`src/dtt_pkg.sv`:
```
package dtt_pkg;

    // ********
    // register map, byte addresses of 32-bit words
    // ********
    localparam logic [5:0] ADR_SHORT_CTRL = 6'h00;
    localparam logic [5:0] ADR_SHARED_CTRL = 6'h04;
    localparam logic [5:0] ADR_LONG_CTRL = 6'h08;
    localparam logic [5:0] ADR_SHORT_HI = 6'h0C;
    localparam logic [5:0] ADR_SHORT_LO = 6'h10;
    localparam logic [5:0] ADR_LONG_HI = 6'h14;
    localparam logic [5:0] ADR_LONG_LO = 6'h18;
    localparam logic [5:0] ADR_CAPT_HI = 6'h1C;
    localparam logic [5:0] ADR_CAPT_LO = 6'h20;
    localparam logic [5:0] ADR_PORT_OUT = 6'h24;

    // ********
    // reset values
    // ********
    localparam logic [7:0] RST_CTRL = 8'h00;
    localparam logic [7:0] RST_RELOAD = 8'h00;
    localparam logic [2:0] RST_PORT = 3'h0;
    localparam logic [15:0] RST_CAPT = 16'h0000;

    // ********
    // field codes
    // ********
    // transmit submode, shared ctrl bits 3:2
    localparam logic [1:0] SUB_NORMAL = 2'h0;
    localparam logic [1:0] SUB_PINGPONG = 2'h1;
    // demod edge select, shared ctrl bits 5:4
    localparam logic [1:0] EDGE_FALL = 2'h0;
    localparam logic [1:0] EDGE_RISE = 2'h1;
    // transmit combine function, shared ctrl bits 5:4
    localparam logic [1:0] FN_AND = 2'h0;
    localparam logic [1:0] FN_OR = 2'h1;
    localparam logic [1:0] FN_NOR = 2'h2;
    // port_out bit positions for the three pins
    localparam int unsigned PO_SHORT = 0;
    localparam int unsigned PO_LONG = 1;
    localparam int unsigned PO_COMB = 2;

    // ********
    // control register layouts, bit 7 first
    // ********
    typedef struct packed {
        logic en;
        logic single;
        logic tout;
        logic [2:0] rsv;
        logic irq_en;
        logic pin_en;
    } dtt_short_ctrl_t;

    typedef struct packed {
        logic mode;
        logic comb_sel;
        logic [1:0] func;
        logic [1:0] sub;
        logic init_short;
        logic init_long;
    } dtt_shared_ctrl_t;

    typedef struct packed {
        logic en;
        logic single;
        logic tout;
        logic [1:0] rsv;
        logic cap_irq_en;
        logic tout_irq_en;
        logic pin_en;
    } dtt_long_ctrl_t;

    // pin levels leaving the block
    typedef struct packed {
        logic comb;
        logic long_pin;
        logic short_pin;
    } dtt_pins_t;

    // hardware-set flag, set wins over a software clear
    function automatic logic dtt_flag(input logic cur, input logic set,
                                      input logic clr);
        dtt_flag = set | (cur & ~clr);
    endfunction

endpackage

```
`src/dtt_timer.sv`:
```
// Functional notes
// - mode bit zero is transmit, else demodulation
// - transmit: select bit routes combined output pin
// - demod: select bit picks alternate or comparator input
// - comparator-input capture also pulses port edge irq
// - long one-shot ignores unarmed edges; short timeout captures
// - setting one-shot bit from zero arms one capture-reload edge
// - long zero wraps, sets timeout flag, irq
// - ping-pong short start: initial level, matching reload
// - short end hands over to long with reload
// - long end hands back to short, forever
// - each terminal count irq when enabled
// - hardware alternates enable bits in ping-pong
// - timeout flag set at every terminal count
// - short output drives its pin when enabled
// - long output drives its pin when enabled
// - combined pin shows chosen logic combination
// - initial bits give starting output levels
`timescale 1ns/1ps
`default_nettype none
module dtt_timer
    import dtt_pkg::*;
(
    input wire logic i_ref_clk,                  // 50 MHz timer clock
    input wire logic i_rst,                      // sync reset, high
    input wire logic [5:0] i_avs_address,        // byte address
    input wire logic i_avs_read,                 // read request
    input wire logic i_avs_write,                // write request
    input wire logic [31:0] i_avs_writedata,     // write data
    input wire logic [3:0] i_avs_byteenable,     // byte lanes
    output logic [31:0] o_avs_readdata,          // read data
    output logic o_avs_waitrequest,              // stall request
    input wire logic i_alt_demod_input_pin,      // demod input a
    input wire logic i_comparator_demod_input_pin, // demod input b
    output logic o_short_out_pin,                // short timer pin
    output logic o_long_out_pin,                 // long timer pin
    output logic o_combined_output_pin,          // combined pin
    output logic o_short_irq,                    // short tc request
    output logic o_long_irq,                     // long tc/capture req
    output logic o_port_edge_irq                 // capture via cmp pin
);
    // ********
    // bus slave
    // ********
    logic [5:0] adr;
    logic wait_r;
    logic [31:0] rdata_r;
    logic req;
    logic wr_acc;
    logic [7:0] wd;
    logic wr_sctl, wr_cctl, wr_lctl;
    logic wr_shi, wr_slo, wr_lhi, wr_llo, wr_port;
    logic [7:0] rd_byte;

    // ********
    // register state
    // ********
    dtt_short_ctrl_t sctl_r, sctl_nxt;
    dtt_shared_ctrl_t cctl_r, cctl_nxt;
    dtt_long_ctrl_t lctl_r, lctl_nxt;
    logic [7:0] short_high_reload_r, short_low_reload_r;
    logic [7:0] long_reload_high_r, long_reload_low_r;
    logic [2:0] port_out_r;
    logic [15:0] capt_r;
    logic arm_r;
    logic in_prev_r;
    logic short_out_r, long_out_r;
    logic short_out_nxt, long_out_nxt;
    logic s_irq_r, l_irq_r, pe_irq_r;

    // ********
    // timer datapath
    // ********
    logic xmit, demod, pp;
    logic [7:0] s_cnt;
    logic [15:0] l_cnt;
    logic s_tc, l_tc;
    logic s_start, l_start;
    logic s_load, l_load;
    logic [7:0] s_load_val;
    logic demod_in, rise, fall, edge_hit;
    logic cap_edge, cap_tout, cap_ev;
    dtt_pins_t pins;

    // one wait cycle on every access keeps read data registered
    assign adr = i_avs_address;
    assign req = i_avs_read | i_avs_write;
    assign wr_acc = i_avs_write & ~wait_r & i_avs_byteenable[0];
    assign wd = i_avs_writedata[7:0];
    assign wr_sctl = wr_acc & (adr == ADR_SHORT_CTRL);
    assign wr_cctl = wr_acc & (adr == ADR_SHARED_CTRL);
    assign wr_lctl = wr_acc & (adr == ADR_LONG_CTRL);
    assign wr_shi = wr_acc & (adr == ADR_SHORT_HI);
    assign wr_slo = wr_acc & (adr == ADR_SHORT_LO);
    assign wr_lhi = wr_acc & (adr == ADR_LONG_HI);
    assign wr_llo = wr_acc & (adr == ADR_LONG_LO);
    assign wr_port = wr_acc & (adr == ADR_PORT_OUT);

    // read decode; unmapped words read as zero
    assign rd_byte =
        (adr == ADR_SHORT_CTRL) ? sctl_r :
        (adr == ADR_SHARED_CTRL) ? cctl_r :
        (adr == ADR_LONG_CTRL) ? lctl_r :
        (adr == ADR_SHORT_HI) ? short_high_reload_r :
        (adr == ADR_SHORT_LO) ? short_low_reload_r :
        (adr == ADR_LONG_HI) ? long_reload_high_r :
        (adr == ADR_LONG_LO) ? long_reload_low_r :
        (adr == ADR_CAPT_HI) ? capt_r[15:8] :
        (adr == ADR_CAPT_LO) ? capt_r[7:0] :
        (adr == ADR_PORT_OUT) ? {5'h00, port_out_r} : 8'h00;

    // bus handshake registers
    always_ff @(posedge i_ref_clk) begin
        if (i_rst) begin
            wait_r <= 1'b1;
            rdata_r <= 32'h0000_0000;
        end else begin
            wait_r <= ~(req & wait_r);
            if (i_avs_read & wait_r) begin
                rdata_r <= {24'h00_0000, rd_byte};
            end
        end
    end

    // ********
    // mode decode
    // ********
    assign demod = cctl_r.mode;
    assign xmit = ~demod;
    // ping-pong is honoured only in transmit
    assign pp = xmit & (cctl_r.sub == SUB_PINGPONG);

    // ********
    // short timer
    // ********
    // a start is software raising enable, or the long timer handing back
    assign s_start = (wr_sctl & wd[7] & ~sctl_r.en) |
                     (pp & l_tc);
    // start takes the initial level, each tc toggles the level
    assign short_out_nxt = s_start ? cctl_r.init_short :
                           (s_tc ? ~short_out_r : short_out_r);
    // reload follows the level the output is about to take
    assign s_load_val = short_out_nxt ? short_high_reload_r :
                        short_low_reload_r;
    assign s_load = s_start | s_tc;

    dtt_down_counter #(.W(8)) u_short_cnt (
        .i_ref_clk(i_ref_clk),
        .i_rst(i_rst),
        .i_load(s_load),
        .i_load_val(s_load_val),
        .i_run(sctl_r.en),
        .o_count(s_cnt),
        .o_tc(s_tc)
    );

    // ********
    // long timer and demodulation input
    // ********
    assign l_start = (wr_lctl & wd[7] & ~lctl_r.en) |
                     (pp & s_tc);
    // plain transmit may force the long level through the submode
    assign long_out_nxt = (xmit & l_start) ? cctl_r.init_long :
                          ((xmit & l_tc) ? ~long_out_r : long_out_r);

    assign demod_in = cctl_r.comb_sel ? i_comparator_demod_input_pin :
                      i_alt_demod_input_pin;
    assign rise = demod_in & ~in_prev_r;
    assign fall = ~demod_in & in_prev_r;
    assign edge_hit = (cctl_r.func == EDGE_FALL) ? fall :
                      (cctl_r.func == EDGE_RISE) ? rise :
                      (rise | fall);

    // one-shot bit set: only an armed edge counts
    assign cap_edge = demod & lctl_r.en & edge_hit &
                      (~lctl_r.single | arm_r);
    // one-shot: short timeout captures without reload
    assign cap_tout = demod & lctl_r.en & lctl_r.single & s_tc;
    assign cap_ev = cap_edge | cap_tout;
    // in demod a zero count simply wraps to all ones, no load
    assign l_load = (xmit & (l_start | l_tc)) |
                    (demod & (cap_edge | l_start));

    dtt_down_counter #(.W(16)) u_long_cnt (
        .i_ref_clk(i_ref_clk),
        .i_rst(i_rst),
        .i_load(l_load),
        .i_load_val({long_reload_high_r, long_reload_low_r}),
        .i_run(lctl_r.en),
        .o_count(l_cnt),
        .o_tc(l_tc)
    );

    // ********
    // control register updates
    // ********
    // software write first, hardware events override after it
    always_comb begin
        sctl_nxt = sctl_r;
        cctl_nxt = cctl_r;
        lctl_nxt = lctl_r;
        if (wr_sctl) begin
            sctl_nxt = wd;
            sctl_nxt.rsv = 3'h0;
            sctl_nxt.tout = sctl_r.tout;
        end
        if (wr_cctl) begin
            cctl_nxt = wd;
            if (demod) begin
                cctl_nxt.init_short = cctl_r.init_short;
                cctl_nxt.init_long = cctl_r.init_long;
            end
        end
        if (wr_lctl) begin
            lctl_nxt = wd;
            lctl_nxt.rsv = 2'h0;
            lctl_nxt.tout = lctl_r.tout;
        end
        // timeout flags: write one clears, a same-cycle tc wins
        sctl_nxt.tout = dtt_flag(sctl_r.tout, s_tc,
                                 wr_sctl & wd[5]);
        lctl_nxt.tout = dtt_flag(lctl_r.tout, l_tc,
                                 wr_lctl & wd[5]);
        // demod edge flags share the initial-level bits
        if (demod) begin
            cctl_nxt.init_short = dtt_flag(cctl_r.init_short, rise,
                                           wr_cctl & wd[1]);
            cctl_nxt.init_long = dtt_flag(cctl_r.init_long, fall,
                                          wr_cctl & wd[0]);
        end
        // single-pass stops at its tc in plain transmit only
        if (xmit & ~pp & s_tc & sctl_r.single) begin
            sctl_nxt.en = 1'b0;
        end
        if (xmit & ~pp & l_tc & lctl_r.single) begin
            lctl_nxt.en = 1'b0;
        end
        // ping-pong alternates the enables with no software help
        if (pp & s_tc) begin
            sctl_nxt.en = 1'b0;
            lctl_nxt.en = 1'b1;
        end
        if (pp & l_tc) begin
            lctl_nxt.en = 1'b0;
            sctl_nxt.en = 1'b1;
        end
    end

    // control, reload and port registers
    always_ff @(posedge i_ref_clk) begin
        if (i_rst) begin
            sctl_r <= RST_CTRL;
            cctl_r <= RST_CTRL;
            lctl_r <= RST_CTRL;
            short_high_reload_r <= RST_RELOAD;
            short_low_reload_r <= RST_RELOAD;
            long_reload_high_r <= RST_RELOAD;
            long_reload_low_r <= RST_RELOAD;
            port_out_r <= RST_PORT;
        end else begin
            sctl_r <= sctl_nxt;
            cctl_r <= cctl_nxt;
            lctl_r <= lctl_nxt;
            if (wr_shi) short_high_reload_r <= wd;
            if (wr_slo) short_low_reload_r <= wd;
            if (wr_lhi) long_reload_high_r <= wd;
            if (wr_llo) long_reload_low_r <= wd;
            if (wr_port) port_out_r <= wd[2:0];
        end
    end

    // ********
    // capture, arming and timer output levels
    // ********
    // arming needs the one-shot bit to go from zero to one
    always_ff @(posedge i_ref_clk) begin
        if (i_rst) begin
            arm_r <= 1'b0;
            in_prev_r <= 1'b0;
            capt_r <= RST_CAPT;
            short_out_r <= 1'b0;
            long_out_r <= 1'b0;
        end else begin
            in_prev_r <= demod_in;
            if (wr_lctl & wd[6] & ~lctl_r.single) begin
                arm_r <= 1'b1;
            end else if (cap_edge) begin
                arm_r <= 1'b0;
            end
            if (cap_ev) begin
                capt_r <= l_cnt;
            end
            short_out_r <= short_out_nxt;
            long_out_r <= long_out_nxt;
        end
    end

    // ********
    // interrupt request pulses toward the system controller
    // ********
    always_ff @(posedge i_ref_clk) begin
        if (i_rst) begin
            s_irq_r <= 1'b0;
            l_irq_r <= 1'b0;
            pe_irq_r <= 1'b0;
        end else begin
            s_irq_r <= s_tc & sctl_r.irq_en;
            l_irq_r <= (l_tc & lctl_r.tout_irq_en) |
                       (cap_ev & lctl_r.cap_irq_en);
            // masking is the system controller's job
            pe_irq_r <= cap_ev & cctl_r.comb_sel;
        end
    end

    // ********
    // pins
    // ********
    dtt_pin_out u_pins (
        .i_ref_clk(i_ref_clk),
        .i_rst(i_rst),
        .i_xmit(xmit),
        .i_short_pin_en(sctl_r.pin_en),
        .i_long_pin_en(lctl_r.pin_en),
        .i_comb_sel(cctl_r.comb_sel),
        .i_func(cctl_r.func),
        .i_short_lvl(short_out_r),
        .i_long_lvl((xmit & ~pp & cctl_r.sub[1]) ? cctl_r.sub[0] :
                    long_out_r),
        .i_port_out(port_out_r),
        .o_pins(pins)
    );

    assign o_avs_readdata = rdata_r;
    assign o_avs_waitrequest = wait_r;
    assign o_short_out_pin = pins.short_pin;
    assign o_long_out_pin = pins.long_pin;
    assign o_combined_output_pin = pins.comb;
    assign o_short_irq = s_irq_r;
    assign o_long_irq = l_irq_r;
    assign o_port_edge_irq = pe_irq_r;
endmodule
`default_nettype wire

```
`src/dtt_down_counter.sv`:
```
`timescale 1ns/1ps
`default_nettype none
module dtt_down_counter #(
    parameter int unsigned W = 8
) (
    input wire logic i_ref_clk,         // timer clock
    input wire logic i_rst,             // sync reset, active high
    input wire logic i_load,            // load i_load_val this edge
    input wire logic [W-1:0] i_load_val, // reload value
    input wire logic i_run,             // count enable
    output logic [W-1:0] o_count,       // current count
    output logic o_tc                   // terminal count this cycle
);
    logic [W-1:0] count_r;
    logic [W-1:0] count_nxt;

    // load beats counting; zero minus one wraps to all ones
    assign count_nxt = i_load ? i_load_val :
                       (i_run ? count_r - {{(W-1){1'b0}}, 1'b1} : count_r);
    assign o_tc = i_run & (count_r == '0);
    assign o_count = count_r;

    // count register
    always_ff @(posedge i_ref_clk) begin
        if (i_rst) begin
            count_r <= '0;
        end else begin
            count_r <= count_nxt;
        end
    end
endmodule
`default_nettype wire

```
`src/dtt_pin_out.sv`:
```
`timescale 1ns/1ps
`default_nettype none
module dtt_pin_out
    import dtt_pkg::*;
(
    input wire logic i_ref_clk,          // timer clock
    input wire logic i_rst,              // sync reset, active high
    input wire logic i_xmit,             // transmit mode
    input wire logic i_short_pin_en,     // short output to its pin
    input wire logic i_long_pin_en,      // long output to its pin
    input wire logic i_comb_sel,         // combined output enable
    input wire logic [1:0] i_func,       // combine function
    input wire logic i_short_lvl,        // short_timer_output
    input wire logic i_long_lvl,         // long_timer_output
    input wire logic [2:0] i_port_out,   // plain port levels
    output dtt_pins_t o_pins             // registered pin levels
);
    logic combo;
    dtt_pins_t pins_nxt;
    dtt_pins_t pins_r;

    // combine function of the two timer outputs
    assign combo = (i_func == FN_AND) ? (i_short_lvl & i_long_lvl) :
                   (i_func == FN_OR) ? (i_short_lvl | i_long_lvl) :
                   (i_func == FN_NOR) ? ~(i_short_lvl | i_long_lvl) :
                   (i_short_lvl ^ i_long_lvl);

    // each pin falls back to its port level when not claimed
    assign pins_nxt.short_pin = i_short_pin_en ? i_short_lvl :
                                i_port_out[PO_SHORT];
    assign pins_nxt.long_pin = i_long_pin_en ? i_long_lvl :
                               i_port_out[PO_LONG];
    // in demod the select bit picks the input, so the pin stays plain
    assign pins_nxt.comb = (i_xmit & i_comb_sel) ? combo :
                           i_port_out[PO_COMB];
    assign o_pins = pins_r;

    // pin registers
    always_ff @(posedge i_ref_clk) begin
        if (i_rst) begin
            pins_r <= '0;
        end else begin
            pins_r <= pins_nxt;
        end
    end
endmodule
`default_nettype wire

```
`config.mk`:
```
export PLATFORM = sky130hd
export DESIGN_NAME = dtt_timer
export DESIGN_NICKNAME = d
export VERILOG_FILES = /design/src/dtt_pkg.sv /design/src/dtt_timer.sv /design/src/dtt_down_counter.sv /design/src/dtt_pin_out.sv
export SDC_FILE = /design/constraint.sdc
export NUM_CORES = 1
export LEC_CHECK = 0
export BUFFER_PORTS_ARGS = -buffer_cell sky130_fd_sc_hd__buf_2
export CORE_MARGIN = 4
export CORE_UTILIZATION = 40
export DETAILED_ROUTE_END_ITERATION = 8
export SLEW_MARGIN = 25
export SYNTH_ARGS = -nofsm -noshare
export SYNTH_HDL_FRONTEND = slang
export SYNTH_SLANG_ARGS = --single-unit
```
`constraint.sdc`:
```
create_clock -name i_ref_clk -period 2.8 [get_ports i_ref_clk]
set_input_delay 0.14 -clock i_ref_clk [delete_from_list [all_inputs] [get_ports i_ref_clk]]
set_output_delay 0.14 -clock i_ref_clk [all_outputs]
set_load 0.01 [all_outputs]
```
==> impl_results.md <==
- Clock latency on the worst-skew pair: 0.42 ns
- Yosys top cell by area: dfxtp_1
- Maxcap violations: 0
- Initial antenna violation count: 0
- Post-Syn Area per Cell: 8.49 µm²
- Post-DP HPWL: 12.5 mm
- Clock power share: 52.1%
- Worst setup margin: 0.246 ns
- Initial core utilization: 40.8%
- Syn Inst Count: 695
- PortBufs: 35
- Slew @ Worst Pin: 0.631 ns
- Distinct cells, synth: 55
- Antenna cell count: 0
- Worst slack at placement: 0.254 ns
- Largest net degree at the start of global routing: 57
- Worst vdd ir: 0.444 mV
- Global-route wire length before repair: 28.0 mm
- FF+latch area: 2260 µm²
- H-tree levels: 4
- RSZ-0062 raised after global routing: no
- CP max FO: 7
- Sw Share: 23.2%
- Layout cells sized above 1: 16.4%
- Final Hold Viols: 0
- CP Capture Type: flop
- Total die area: 16800 µm²
- Internal: 2.94 mW
- #FFs+latches synth: 113
- Peak Freq: 0.392 GHz
- Status: completed
- CP arrival: 2.83 ns
- Startpoint Class: flop
- # nets final: 792
- Hold Startpoint: i_comparator_demod_input_pin
- Setup bufs post-CTS: 0
- Worst r2r src: u_long_cnt.o_count[0]$_SDFFE_PP0P_
- Placer Congestion: 0.897
- Post-route setup TNS: 0 ns
- Ranking of synthesized cells by area: dfxtp_1, mux2i_1, nor2_1, a21oi_1, nand2_1
- Vias in the first global route: 5016
- CTS max path bufs: 2
- WHS: 0.00811 ns
- CTS Root Cell: clkbuf_16
- Core footprint: 14500 µm²
- Final Max Slew Viols: 0
- Combinational power share: 5.4%
- CP Data Required Time: 3.08 ns
- CP Launch Point: u_long_cnt.o_count[0]$_SDFFE_PP0P_
- Pleak: 2.59 nW
- Final ANT Viol Nets: 0
- Site Rows: 44
- Reg power frac: 42.5%
- HP Class: input port to flop
- Crit path kind: flop to flop
- Final Power: 3.83 mW
- Fin crit share: 91.2%
- Inserted Clock Buffers: 17
- Ports: 87
- Drt pass-1 iters: 5
- Final wirelength: 17.7 mm
- Clock-pin slew on the worst setup and hold paths: 0.05 ns
- Slew margin rel.: 57.9%
- Yosys top cell area share: 38.3%
- Sink Count: 113
- Routed length per instance: 19.0 µm
- Grt ovf: 0
- Final Core Density: 47.6%
- Die Y: 129 µm
- Drt drc: 0
- Die width: 129 µm
- Overall Global Routing Usage: 21.8%
- Synthesized cell area: 5900 µm²
- Pwr Density: 556 nW/µm²
- Fillers: 1395
- DRT iter0 DRCs: 431
- Routed vias/inst: 5.65
- CTS tree: built
- Multi-input combinational cell area: 3350 µm²
- Final Setup Violations: 0
- Switching power total: 0.888 mW
- Min Tclk post-route: 2.55 ns
- Yosys warning count: 0
- Sequential share of the synthesized area: 38.3%
- Vias after detailed routing: 5276
- Clock Skew: 0.00665 ns
- Layout area overhead: 16.7%
[what timing repair did]
| item | in CTS | in global routing |
|---|---|---|
| resized for setup | 0 | 1 |
| endpoints found under the setup margin | 0 | 2 |
| hold endpoints to repair | 1 | 0 |
| hold buffers | 2 | 0 |
[cells in the mapped netlist (all sizes together)]
master  count
dfxtp     113
nor2      104
mux2i      72
nand2      53
a21oi      48
buf        37
clkbuf     31
o21ai      25
a211oi     23
nand3      21
nor3       20
inv        14
xnor2      14
a221oi      9
nor4        9
ha          8
mux2        8
nor3b       8
xor2        8
o22ai       6
a31oi       5
nor4b       5
or3         5
or4         5
or4b        5
and2        4
and3        4
nand2b      3
nor2b       3
o32ai       3
a211o       2
a21boi      2
a222oi      2
a22oi       2
a32o        2
nand4       2
o31ai       2
a21o        1
a311oi      1
a32oi       1
and4        1
conb        1
nand3b      1
o2111a      1
o211ai      1
[worst max-delay path, stage by stage (launching register included)]
cell and delay, ns:
dfxtp_1 0.31, inv_1 0.10, ha_1 0.17, or4b_2 0.63, nor4_4 0.28, a21oi_2 0.13
mux2_4 0.36, a221oi_1 0.34, nor3_1 0.09
[power groups by stage]
stage	Sequential, mW	Clock (mW)	Combinational [mW]
6_report	1.63	2.00	0.206
4_1_cts	1.63	2.01	0.202
2_1_floorplan	1.66	0	0.141
3_5_place_dp	1.66	0	0.198
5_1_grt	1.63	2.09	0.224
3_3_place_gp	1.66	0	0.196
[placed cells by master, fill, tap and decap left out, drive strengths merged, types with 6 or more instances in the layout]
| cell | n |
|---|---|
| a211oi | 23 |
| a21oi | 48 |
| a221oi | 9 |
| buf | 65 |
| clkbuf | 27 |
| conb | 24 |
| dfxtp | 113 |
| ha | 8 |
| inv | 14 |
| mux2 | 8 |
| mux2i | 72 |
| nand2 | 53 |
| nand3 | 21 |
| nor2 | 104 |
| nor3 | 20 |
| nor3b | 8 |
| nor4 | 9 |
| o21ai | 25 |
| o22ai | 6 |
| xnor2 | 14 |
| xor2 | 8 |
[layout make-up]
cell class,instances,share of cell area (%)
sequential,113,32.8
multi-input combinational,523,48.6
inverter,14,0.763
clock buffer,27,7.59
tap,184,3.34
clock inverter,5,0.363
timing repair buffer,67,6.50
[state kept, by name, indices dropped and copies added (netlist names), 3 cells and up]
register             count
lctl_r                   6
sctl_r                   5
long_reload_low_r        8
short_low_reload_r       8
u_pins.o_pins            3
u_short_cnt.o_count      8
cctl_r                   7
u_long_cnt.o_count      16
port_out_r               3
o_avs_readdata           8
short_high_reload_r      8
long_reload_high_r       8
capt_r                  16
[routing by layer]
metal	share of wire (%)	vias up	track usage, %
met5	0	-	0
li1	-	2515	-
met1	45	2526	29.6
met4	1.4	0	6.05
met2	47	211	34.6
met3	7.4	24	5.36
[kinds of logic after synthesis]
kind of cell	Yosys count	share of synthesized area, %
AOI/OAI and AO/OA	136	14.6
xor gates and xnor gates	22	3.26
adders and majority gates	8	1.70
buffers and inverters	82	6.93
DFF	113	38.3
muxes	80	13.8
other	1	0.0635
and+or+nand+nor	253	21.3
[metrics by stage]
step | cell area (µm²) | instances
2_1_floorplan | 5990 | 718
3_3_place_gp | 6320 | 899
3_5_place_dp | 6320 | 899
4_1_cts | 6880 | 933
5_1_grt | 6890 | 933
6_report | 6890 | 933
[worst paths after layout]
kind / endpoint / slack [ns] / cells past startpoint
max: u_short_cnt.o_count[6]$_SDFFE_PP0P_ / 0.25 / 8
max reg2reg: u_short_cnt.o_count[6]$_SDFFE_PP0P_ / 0.25 / 8
min: in_prev_r$_SDFF_PP0_ / 0.008 / 3
min reg2reg: capt_r[13]$_SDFFE_PP0N_ / 0.49 / 2
No activity file was read; power rests on OpenSTA's default activity.
